`src/dfm_pkg.sv`:
```
// package: constants and types for the drive fire-mode and retry control block
package dfm_pkg;

  // =====================================================
  // clock and timing
  localparam int unsigned CLK_HZ = 50_000_000;
  localparam int unsigned TENTH_S_MS = 100;
  localparam int unsigned TENTH_S_CYC = CLK_HZ / 1000 * TENTH_S_MS;
  localparam int unsigned CONFIRM_MIN = 5;    // 0.5 s in tenths
  localparam int unsigned CONFIRM_MAX = 100;  // 10.0 s in tenths
  localparam int unsigned CLEAR_MIN = 5;      // 0.5 s in tenths
  localparam int unsigned CLEAR_MAX = 200;    // 20.0 s in tenths
  localparam int unsigned FREQ_MIN = 1;       // 0.1 Hz in tenths
  localparam int unsigned FREQ_MAX = 1200;    // 120.0 Hz in tenths
  localparam logic [10:0] FREQ_INHERIT = 11'h000;

  // =====================================================
  // register map, word offsets given as byte addresses
  localparam logic [7:0] ADDR_RETRY1 = 8'h00;
  localparam logic [7:0] ADDR_RETRY2 = 8'h04;
  localparam logic [7:0] ADDR_CTRL = 8'h08;
  localparam logic [7:0] ADDR_CONFIRM = 8'h0C;
  localparam logic [7:0] ADDR_FREQ = 8'h10;
  localparam logic [7:0] ADDR_CLRDLY = 8'h14;
  localparam logic [7:0] ADDR_STATUS = 8'h18;
  localparam logic [7:0] ADDR_IRQ_STAT = 8'h1C;
  localparam logic [7:0] ADDR_IRQ_MASK = 8'h20;

  // ctrl register fields
  localparam int unsigned CTRL_PHASE_BIT = 0;
  localparam int unsigned CTRL_VOLT_BIT = 1;
  localparam int unsigned CTRL_MODE_LSB = 2;
  localparam int unsigned CTRL_DIR_LSB = 4;
  localparam int unsigned CTRL_START_BIT = 6;

  // retry mask bits
  localparam int unsigned R1_OC = 0;
  localparam int unsigned R1_OV = 1;
  localparam int unsigned R1_OH = 2;
  localparam int unsigned R1_OL = 4;
  localparam int unsigned R1_MOH = 5;
  localparam int unsigned R2_EXT = 0;
  localparam int unsigned R2_UV = 1;

  // interrupt bits
  localparam int unsigned IRQ_ENTER = 0;
  localparam int unsigned IRQ_EXIT = 1;
  localparam int unsigned IRQ_AUTOCLR = 2;
  localparam int unsigned IRQ_PHASE = 3;

  // reset values
  localparam logic [7:0] RST_BYTE = 8'h00;
  localparam logic [6:0] RST_CTRL = 7'h00;
  localparam logic [6:0] RST_CONFIRM = 7'h05;
  localparam logic [10:0] RST_FREQ = 11'h000;
  localparam logic [7:0] RST_CLRDLY = 8'h05;

  typedef enum logic [1:0] {
    MODE_LEVEL = 2'b00,
    MODE_TOGGLE = 2'b01,
    MODE_LATCH = 2'b10
  } dfm_mode_e;

  typedef enum logic [1:0] {
    DIR_FOLLOW = 2'b00,
    DIR_FWD = 2'b10,
    DIR_REV = 2'b11
  } dfm_dir_e;

  // trip inputs grouped
  typedef struct packed {
    logic oc;
    logic ov;
    logic oh;
    logic ol;
    logic moh;
    logic ext;
    logic uv;
  } dfm_trip_s;

  // drive commands out
  typedef struct packed {
    logic run;
    logic fwd;
    logic rev;
    logic use_emerg_freq;
    logic [10:0] freq;
    logic speed_search;
    logic normal_start;
    logic freq_reduce;
    logic phase_alarm_stop;
    logic trip_stop;
    logic retry;
    logic trip_clear;
    logic fire_active;
  } dfm_cmd_s;

endpackage : dfm_pkg

```
`src/dfm_ctrl.sv`:
```
// module: fire-mode, retry target and avoidance control for a motor drive
`timescale 1ns/1ns

// How it works
// - primary mask bits 0,1,2,4,5 enable retry
// - secondary mask bits 0,1 enable retry
// - eight-bit masks, retry only when bit set
// - phase loss lowers frequency or stops alarmed
// - voltage shortage keeps lowering frequency
// - fire mode ignores alarms, keeps running
// - mode 0 follows filtered input level
// - mode 1 toggles per complete pulse
// - mode 2 latches on at assertion
// - ignore input changes shorter than confirmation
// - fixed fire frequency 0.1 to 120.0 Hz
// - zero frequency setting inherits normal command
// - direction 0 follows run command only
// - direction 2 forward, 3 reverse forced
// - start method 0 normal, 1 speed search
// - trip in fire mode auto-clears after delay
module dfm_ctrl
  import dfm_pkg::*;
#(
  parameter int unsigned TICK_CYC = TENTH_S_CYC // cycles per 0.1 s; shortened only for simulation
)
(
  input wire logic clk, // 50 MHz clock
  input wire logic rst_b, // async reset, active low
  input wire logic [7:0] addr, // register byte address
  input wire logic [31:0] wdata, // write data
  input wire logic wr, // write strobe
  input wire logic rd, // read strobe
  output logic [31:0] rdata, // read data, cycle after rd
  output logic irq, // level interrupt
  input wire logic emergency_request_in, // emergency terminal
  input wire dfm_trip_s trip_in, // detected trip pulses
  input wire logic phase_loss_in, // supply phase loss level
  input wire logic volt_short_in, // output below command
  input wire logic run_cmd_in, // normal run command
  input wire logic run_fwd_in, // normal direction, 1 fwd
  output dfm_cmd_s cmd // drive commands
);

  typedef struct packed {
    logic [7:0] retry1;
    logic [7:0] retry2;
    logic [6:0] ctrl;
    logic [6:0] confirm;
    logic [10:0] freq;
    logic [7:0] clrdly;
    logic [3:0] irq_stat;
    logic [3:0] irq_mask;
    logic [31:0] rdata;
    logic irq;
    logic in_filt;
    logic [7:0] tenth_cnt_hi;
    logic [23:0] tick_cnt;
    logic [7:0] filt_cnt;
    logic fire;
    logic tripped;
    logic [7:0] clr_cnt;
    dfm_cmd_s cmd;
  } dfm_state_s;

  dfm_state_s s_q;
  dfm_state_s s_d;

  function automatic logic [7:0] clamp_tenths(input logic [31:0] v, input int unsigned lo, input int unsigned hi);
    if (v < lo) begin
      return 8'(lo);
    end else if (v > hi) begin
      return 8'(hi);
    end
    return v[7:0];
  endfunction : clamp_tenths

  logic tick;
  logic in_raw_diff;
  logic confirmed;
  logic rise;
  logic fall;
  logic any_trip;
  logic retry_ok;
  dfm_mode_e mode;
  dfm_dir_e dir;

  assign mode = dfm_mode_e'(s_q.ctrl[CTRL_MODE_LSB +: 2]);
  assign dir = dfm_dir_e'(s_q.ctrl[CTRL_DIR_LSB +: 2]);
  assign tick = (s_q.tick_cnt == 24'(TICK_CYC - 1));
  assign in_raw_diff = (emergency_request_in != s_q.in_filt);
  assign confirmed = in_raw_diff && tick && (s_q.filt_cnt + 8'h01 >= 8'(s_q.confirm));
  assign rise = confirmed && !s_q.in_filt;
  assign fall = confirmed && s_q.in_filt;
  assign any_trip = |trip_in;
  assign retry_ok = (trip_in.oc & s_q.retry1[R1_OC]) | (trip_in.ov & s_q.retry1[R1_OV]) |
                    (trip_in.oh & s_q.retry1[R1_OH]) | (trip_in.ol & s_q.retry1[R1_OL]) |
                    (trip_in.moh & s_q.retry1[R1_MOH]) |
                    (trip_in.ext & s_q.retry2[R2_EXT]) | (trip_in.uv & s_q.retry2[R2_UV]);

  always_comb begin
    logic fire_n;
    logic [31:0] rv;
    logic [3:0] ev;
    s_d = s_q;
    fire_n = s_q.fire;
    rv = 32'h0000_0000;
    ev = 4'h0;

    // =====================================================
    // register writes
    if (wr) begin
      unique case (addr)
        ADDR_RETRY1: s_d.retry1 = wdata[7:0];
        ADDR_RETRY2: s_d.retry2 = wdata[7:0];
        ADDR_CTRL: s_d.ctrl = wdata[6:0];
        ADDR_CONFIRM: s_d.confirm = 7'(clamp_tenths(wdata, CONFIRM_MIN, CONFIRM_MAX));
        ADDR_FREQ: begin
          // zero keeps inherit; nonzero clamps into range
          if (wdata == 32'(FREQ_INHERIT)) begin
            s_d.freq = FREQ_INHERIT;
          end else if (wdata > 32'(FREQ_MAX)) begin
            s_d.freq = 11'(FREQ_MAX);
          end else begin
            s_d.freq = wdata[10:0];
          end
        end
        ADDR_CLRDLY: s_d.clrdly = clamp_tenths(wdata, CLEAR_MIN, CLEAR_MAX);
        ADDR_IRQ_MASK: s_d.irq_mask = wdata[3:0];
        default: ;
      endcase
    end

    // =====================================================
    // read path, one cycle latency
    if (rd) begin
      unique case (addr)
        ADDR_RETRY1: rv[7:0] = s_q.retry1;
        ADDR_RETRY2: rv[7:0] = s_q.retry2;
        ADDR_CTRL: rv[6:0] = s_q.ctrl;
        ADDR_CONFIRM: rv[6:0] = s_q.confirm;
        ADDR_FREQ: rv[10:0] = s_q.freq;
        ADDR_CLRDLY: rv[7:0] = s_q.clrdly;
        ADDR_STATUS: rv[3:0] = {s_q.tripped, s_q.in_filt, s_q.cmd.run, s_q.fire};
        ADDR_IRQ_STAT: rv[3:0] = s_q.irq_stat;
        ADDR_IRQ_MASK: rv[3:0] = s_q.irq_mask;
        default: rv = 32'h0000_0000;
      endcase
    end
    s_d.rdata = rv;

    // =====================================================
    // input confirmation filter, counted in 0.1 s ticks
    s_d.tick_cnt = tick ? 24'h00_0000 : s_q.tick_cnt + 24'h00_0001;
    if (!in_raw_diff) begin
      s_d.filt_cnt = 8'h00;
    end else if (confirmed) begin
      s_d.filt_cnt = 8'h00;
      s_d.in_filt = emergency_request_in;
    end else if (tick) begin
      s_d.filt_cnt = s_q.filt_cnt + 8'h01;
    end

    // =====================================================
    // fire mode state
    unique case (mode)
      MODE_LEVEL: begin
        if (rise) fire_n = 1'b1;
        if (fall) fire_n = 1'b0;
      end
      MODE_TOGGLE: begin
        if (fall) fire_n = !s_q.fire;
      end
      MODE_LATCH: begin
        if (rise) fire_n = 1'b1;
      end
      default: ;
    endcase
    s_d.fire = fire_n;
    if (fire_n && !s_q.fire) ev[IRQ_ENTER] = 1'b1;
    if (!fire_n && s_q.fire) ev[IRQ_EXIT] = 1'b1;

    // =====================================================
    // trip handling and auto clear during fire mode
    s_d.cmd.retry = any_trip && retry_ok;
    s_d.cmd.trip_clear = 1'b0;
    if (any_trip && s_q.fire) begin
      s_d.tripped = 1'b1;
      s_d.clr_cnt = 8'h00;
    end else if (s_q.tripped) begin
      if (!s_q.fire) begin
        s_d.tripped = 1'b0;
      end else if (tick) begin
        if (s_q.clr_cnt + 8'h01 >= s_q.clrdly) begin
          s_d.tripped = 1'b0;
          s_d.cmd.trip_clear = 1'b1;
          s_d.clr_cnt = 8'h00;
          ev[IRQ_AUTOCLR] = 1'b1;
        end else begin
          s_d.clr_cnt = s_q.clr_cnt + 8'h01;
        end
      end
    end
    // alarms do not stop the drive while fire mode runs
    s_d.cmd.trip_stop = any_trip && !s_q.fire && !retry_ok;

    // =====================================================
    // direction, frequency and start selection
    s_d.cmd.fire_active = fire_n;
    if (fire_n) begin
      unique case (dir)
        DIR_FWD: begin
          s_d.cmd.run = 1'b1;
          s_d.cmd.fwd = 1'b1;
          s_d.cmd.rev = 1'b0;
        end
        DIR_REV: begin
          s_d.cmd.run = 1'b1;
          s_d.cmd.fwd = 1'b0;
          s_d.cmd.rev = 1'b1;
        end
        default: begin
          s_d.cmd.run = run_cmd_in;
          s_d.cmd.fwd = run_cmd_in && run_fwd_in;
          s_d.cmd.rev = run_cmd_in && !run_fwd_in;
        end
      endcase
      s_d.cmd.use_emerg_freq = (s_q.freq != FREQ_INHERIT);
      s_d.cmd.freq = s_q.freq;
    end else begin
      s_d.cmd.run = run_cmd_in;
      s_d.cmd.fwd = run_cmd_in && run_fwd_in;
      s_d.cmd.rev = run_cmd_in && !run_fwd_in;
      s_d.cmd.use_emerg_freq = 1'b0;
      s_d.cmd.freq = FREQ_INHERIT;
    end
    // start method pulse on entry
    s_d.cmd.speed_search = ev[IRQ_ENTER] && s_q.ctrl[CTRL_START_BIT];
    s_d.cmd.normal_start = ev[IRQ_ENTER] && !s_q.ctrl[CTRL_START_BIT];

    // =====================================================
    // avoidance operations
    s_d.cmd.freq_reduce = (phase_loss_in && s_q.ctrl[CTRL_PHASE_BIT]) ||
                          (volt_short_in && s_q.ctrl[CTRL_VOLT_BIT]);
    s_d.cmd.phase_alarm_stop = phase_loss_in && !s_q.ctrl[CTRL_PHASE_BIT] && !fire_n;
    // event on the start of the stop only, so a held loss outside fire mode does not re-arm it
    if (s_d.cmd.phase_alarm_stop && !s_q.cmd.phase_alarm_stop) ev[IRQ_PHASE] = 1'b1;

    // =====================================================
    // interrupts: set wins over write-one-to-clear
    if (wr && addr == ADDR_IRQ_STAT) begin
      s_d.irq_stat = s_q.irq_stat & ~wdata[3:0];
    end
    s_d.irq_stat = s_d.irq_stat | ev;
    s_d.irq = |(s_d.irq_stat & s_d.irq_mask);
  end

  always_ff @(posedge clk or negedge rst_b) begin
    if (!rst_b) begin
      s_q <= '0;
      s_q.retry1 <= RST_BYTE;
      s_q.retry2 <= RST_BYTE;
      s_q.ctrl <= RST_CTRL;
      s_q.confirm <= RST_CONFIRM;
      s_q.freq <= RST_FREQ;
      s_q.clrdly <= RST_CLRDLY;
    end else begin
      s_q <= s_d;
    end
  end

  assign rdata = s_q.rdata;
  assign irq = s_q.irq;
  assign cmd = s_q.cmd;

endmodule : dfm_ctrl

```
`config.mk`:
```
export PLATFORM = sky130hd
export DESIGN_NAME = dfm_ctrl
export DESIGN_NICKNAME = d
export VERILOG_FILES = /design/src/dfm_pkg.sv /design/src/dfm_ctrl.sv
export SDC_FILE = /design/constraint.sdc
export NUM_CORES = 1
export LEC_CHECK = 0
export BUFFER_PORTS_ARGS = -buffer_cell sky130_fd_sc_hd__buf_4
export CORE_ASPECT_RATIO = 1.5
export CORE_MARGIN = 4
export CORE_UTILIZATION = 60
export CTS_BUF_LIST = sky130_fd_sc_hd__clkbuf_4
export DETAILED_ROUTE_END_ITERATION = 10
export PLACE_DENSITY_LB_ADDON = 0.2
export SLEW_MARGIN = 15
export SYNTH_ARGS = -nofsm -noshare
export SYNTH_HDL_FRONTEND = slang
export SYNTH_SLANG_ARGS = --single-unit
```
`constraint.sdc`:
```
create_clock -name clk -period 6.3 [get_ports clk]
set_input_delay 1.26 -clock clk [delete_from_list [all_inputs] [get_ports clk]]
set_output_delay 1.26 -clock clk [all_outputs]
set_load 0.005 [all_outputs]
```
=== Yosys cells after proc, flatten, opt, wreduce, memory -nomap -nowiden ===
Index checks and enable logic that the tools add are counted.
W data, S select, Z words.

* Input bits: 56
* Register bits: 155
* Word-level logic and storage cells: 164

* Add/sub/neg operators: 3
* Bitwise operators: 17
* Muxes and demuxes: 49
* Reduce and logical (&&, ||, !) cells: 46
* Equality and inequality tests: 15
* $lt $le $gt $ge: 6

{| class="wikitable"
|+ Operator list
! cell !! count
|-
| $mux W8 || 8
|-
| $pmux W4 S9 || 1
|-
| $mux W11 || 3
|-
| $eq A8 B5 Y1 const B || 4
|-
| $gt A32 B11 Y1 const B || 1
|-
| $gt A32 B7 Y1 const B || 1
|-
| $gt A32 B8 Y1 const B || 1
|-
| $logic_not A32 Y1 || 1
|-
| $lt A32 B3 Y1 const B || 1
|-
| $mux W9 || 3
|-
| $add A24 B1 Y24 const B || 1
|-
| $eq A24 B23 Y1 const B || 1
|-
| $mux W24 || 1
|-
| $mux W1 || 21
|-
| $mux W7 || 3
|-
| $logic_and A1 B1 Y1 || 20
|-
| $pmux W3 S6 || 1
|-
| $add A8 B1 Y8 const B || 2
|-
| $eq A8 B4 Y1 const B || 2
|-
| $mux W15 || 1
|-
| $reduce_and A2 Y1 || 7
|-
| $mux W4 || 3
|-
| $reduce_bool A11 Y1 || 1
|-
| $and A4 B4 Y4 || 2
|-
| other kinds (24) || 46
|}

=== Logic depth before layout (Yosys ltp) ===
* Depth in word-level cells: 14
* Mapped depth: 12

=== Worst setup path before layout ===
Ideal clock, no wire load.

* Kind: input to register
* Start point: input addr[5]
* End point: register s_q, in the netlist irq
* Data required time: 6.162 ns
* Arrival time: 3.197 ns
* Slack: 2.965 ns
* Library setup time: 0.138 ns
* Stages on the path: 7
* Cell sequence: or4b_4 -> nor4_4 -> and2_1 -> a21boi_0 -> a41o_1 -> a32oi_1 -> or4b_1

{| class="wikitable"
|+ RTL lines
! item !! RTL line !! source
|-
| start, declared || dfm_ctrl.sv:29 || <nowiki>input wire logic [7:0] addr,</nowiki>
|-
| end, declared || dfm_ctrl.sv:65 || <nowiki>dfm_state_s s_q;</nowiki>
|}

==> results by stage <==
Outcome:
- The run finished with clean final reports.

Logic synthesis:
- The sequential fraction of the synthesis area is 48.3%.
- In the synthesized netlist, the number of instances is 684.
- The synthesized design contains 0 enable-type register cells.
- The total standard cell area after synthesis is 0.00695 mm2.
- The post-synthesis sequential element count is 134.
- The share of synthesized registers carrying an async set or reset is 100%.
- For this run, the number of Yosys warnings is 0.
- The number of distinct library cells after synthesis is 65.
- The post-synthesis area per instance is 10.2 um2.
- For this run, the leading register cell type out of synthesis is dfrtp_1.

Clock network:
- The later pin in the worst-skew pair is clocked with a latency of 550 ps.
- The tree built by TritonCTS fans out to 134 sinks.
- The total CTS buffers is 17.
- The maximum level of the CTS H-tree is 4.
- The maximum buffer depth of the clock tree is 2.
- After clock tree synthesis, the setup repair step added 0 buffers.
- The CTS tree is done.
- Gates resized during post-CTS repair numbered 0.
- The count of hold buffers inserted by post-cts repair is 0.
- The clock transition at the registers of the reported paths is 120 ps.
- The clock root buffer is clkbuf_4.

Final layout:
- Leaving out fill and tap cells, the most frequent cells in the layout are dfrtp_1 (130), buf_4 (96), nand2_1 (70).
- The number of inserted filler cells in the final layout is 903.
- The share of cells above drive strength 1 is 21.8%.
- The number of nets in the final layout is 819.
- Cells fill 69.5% of the core in the end.
- From synthesis to final layout, the design area changed by 11.8%.
- The final instance area is 0.00777 mm2.
- The footprint of the flip-flops and latches is 0.00336 mm2.
- The library cell used most frequently in the layout, excluding fill and tap cells, is dfrtp_1.
- The multi-input combinational cells in the finished layout cover a total of 0.00310 mm2.
- Excluding fillers, the count of instances in the completed layout stands at 906.

Setup path:
- The data required time of the worst path is 6730 ps.
- The beginning of the worst register-to-register path is s_q[23].
- The slowest library cell on the worst path is a2111oi_0.
- The type of the setup path with the least slack is flip-flop to flip-flop.
- In this run the worst path has a maximum fanout of 5.
- The most critical setup path has its startpoint at s_q[23].
- The nature of the critical path endpoint is a flip-flop.
- The type of origin of the critical path is a flip-flop.
- The maximum cell stage delay along the critical path is 600 ps.
- The signal on the critical path passes through and3_1, and3_1, and3_1, xor2_1, ha_1, a2111oi_0, nand2b_1, o211a_1, a41o_1, a32oi_1, or4b_1.
- The data arrival time of the critical path is 3960 ps.
- The critical path's most frequent cell is and3_1.

STA:
- The number of hold violations in the final report is 0.
- The worst hold slack across all endpoints is 485 ps.
- Setup violations remaining at the end of the flow were counted as 0.
- The smallest clock period supported by the final layout is computed as 3520 ps.
- The worst path uses 55.9% of the clock period.
- The maximum clock frequency is 284 MHz.
- The total negative slack is 0 ps.
- Between clock sinks in the finished design, the worst skew comes to 10.5 ps.
- Setup repair after global routing left no endpoint under its margin.
- The max-slew violation total from the final report was 0.
- The max-slew headroom at the worst pin is 42.9%.
- The slew at the pin with the worst max-slew slack is 857 ps.

Pwr:
- The leakage dissipation is 3.80 nW.
- The power density over cell area is 213 mW/mm2.
- Across the VDD grid, the largest voltage drop is 0.116 mV.

Drt:
- In this run, the number of DRC markers left after iteration 0 of detailed routing was 310.
- The length of the first detailed-routing pass in iterations is 5.
- Dividing the detail-routed via count by the number of cells gives 6.08.
- For this block, the routed nets add up to 17.4 mm of wire.
- The number of antenna-violating nets in the routed design is 0.
- The post-detailed-route DRC marker count is 0.
- The routed layout has 5,509 vias.
- Dividing the detail-routed wire length by the instance count gives 19.2 um.

Die:
- The die is 140 um tall.
- In this run the core area contains 47 standard-cell rows.
- The initial cell density of the core is 62.2%.
- The die covers 0.0134 mm2.
- The core region is 0.0112 mm2.
- 112 I/O pins were placed.
- From left edge to right edge, the die measures 95.9 um.

Hold path:
- The startpoint identified for the worst hold timing path is s_q[64].
- The tightest min-delay check is of the flip-flop to flip-flop type.

Place:
- The detailed-placement wirelength estimate is 13.3 mm.
- The placed instances occupy a cell area of 0.00744 mm2.
- Input and output buffers added on the ports amount to 90.
- At the end of routability-driven placement, the weighted congestion stood at 0.907.
- The total instance count after detailed placement is 873.

Run:
- Max-cap violations in this run came to 0.

Global route:
- The first global-routing pass estimated 27.6 mm of wire.
- The number of global-route vias before repair was 5,613.
- In the global route stage, overall resource usage came out at 26.9%.
- Entering global routing, the biggest net connects 72 pins.
- The remaining global-route overflow is 0.
- The number of antenna violations at the first check in global routing is 1.
## area by class of cell
type | count | area share (%)
clock inverter | 13 | 2.32
clock buffer | 19 | 1.84
timing repair buffer | 96 | 9.28
multi-input combinational | 473 | 39.8
sequential | 134 | 43.2
antenna | 1 | 0.0322
inverter | 23 | 1.11
tap | 147 | 2.37
## worst max-delay path: cells and delay by family (launching register included)
| family | cells | cell delay, ps |
|---|---|---|
| compound gates | 4 | 1410 |
| simple gates | 5 | 1200 |
| flops | 1 | 450 |
| fa+ha+maj | 1 | 190 |
| xor+xnor | 1 | 160 |
## report_power, final
part | switching [W] | leakage, nW | total [W] | internal (W)
registers | 0.0000172 | 1.77 | 0.000899 | 0.000882
clock network | 0.000320 | 0.170 | 0.000642 | 0.000322
logic | 0.0000649 | 1.86 | 0.000115 | 0.0000503
## per-layer routing
metal	part of all wire, %	vias up	wire length (um)	GRT usage (%)
li1	-	2517	-	-
met1	35	2707	6100	29.2
met2	55	224	9460	47.9
met3	5.8	61	999	5.89
met4	4.6	0	790	13.4
met5	0	-	0	0
## per-stage QoR
| step | total power (W) | setup WS, ps |
|---|---|---|
| floorplan | 0.000970 | 2960 |
| global route | 0.00172 | 2520 |
| CTS | 0.00166 | 2790 |
| detailed placement | 0.00103 | 2460 |
| global placement | 0.00103 | 2530 |
| finish | 0.00166 | 2780 |
## worst paths after layout
check	cells past startpoint	slack [ps]	end
min	1	490	s_q[64]
min reg2reg	1	490	s_q[64]
min in group asynchronous	1	790	cmd[9]
max in group asynchronous	2	4170	s_q[38]
max	11	2780	irq
max reg2reg	11	2780	irq
## registers in the layout, summed over array words and instances, names as in the netlist
register / flops
s_q: 95
cmd: 23
rdata: 11
dir: 2
mode: 2
irq: 1
## cell families (layout without fill, tap and decap cells)
group	after synthesis	in the layout	share of synthesized area, %
other cells	1	22	0.0540
xor+xnor	32	32	4.03
mux	24	24	3.87
flops	134	134	48.3
compound gates	132	132	13.1
buf+inv	97	151	8.23
fa+ha+maj	18	18	3.24
simple gates	246	246	19.2
## synth_stat cells, types with 4 or more instances
master,count,area share (%)
dfstp_2,4,1.5
and4_1,4,0.50
nor3_1,11,0.79
a22o_1,18,2.3
xor2_1,16,2.0
nand2_1,70,3.8
mux2_2,23,3.7
nor4_1,10,0.90
a21boi_0,4,0.43
and3_1,15,1.4
nand3_1,21,1.5
buf_4,55,5.9
clkbuf_1,18,0.97
xnor2_1,16,2.0
ha_1,18,3.2
o31ai_1,4,0.43
a31oi_1,11,0.99
a21oi_1,16,1.2
a22oi_1,17,1.8
nor3b_1,6,0.65
a222oi_1,5,0.72
a221oi_1,4,0.50
o21ai_0,34,2.4
nor2b_1,11,0.99
inv_1,23,1.2
nand4_1,10,0.90
nor2_1,41,2.2
and2_1,7,0.63
dfrtp_1,130,47
nand2b_1,10,0.90
or4_1,4,0.43
No activity file was read; power rests on OpenSTA's default activity.
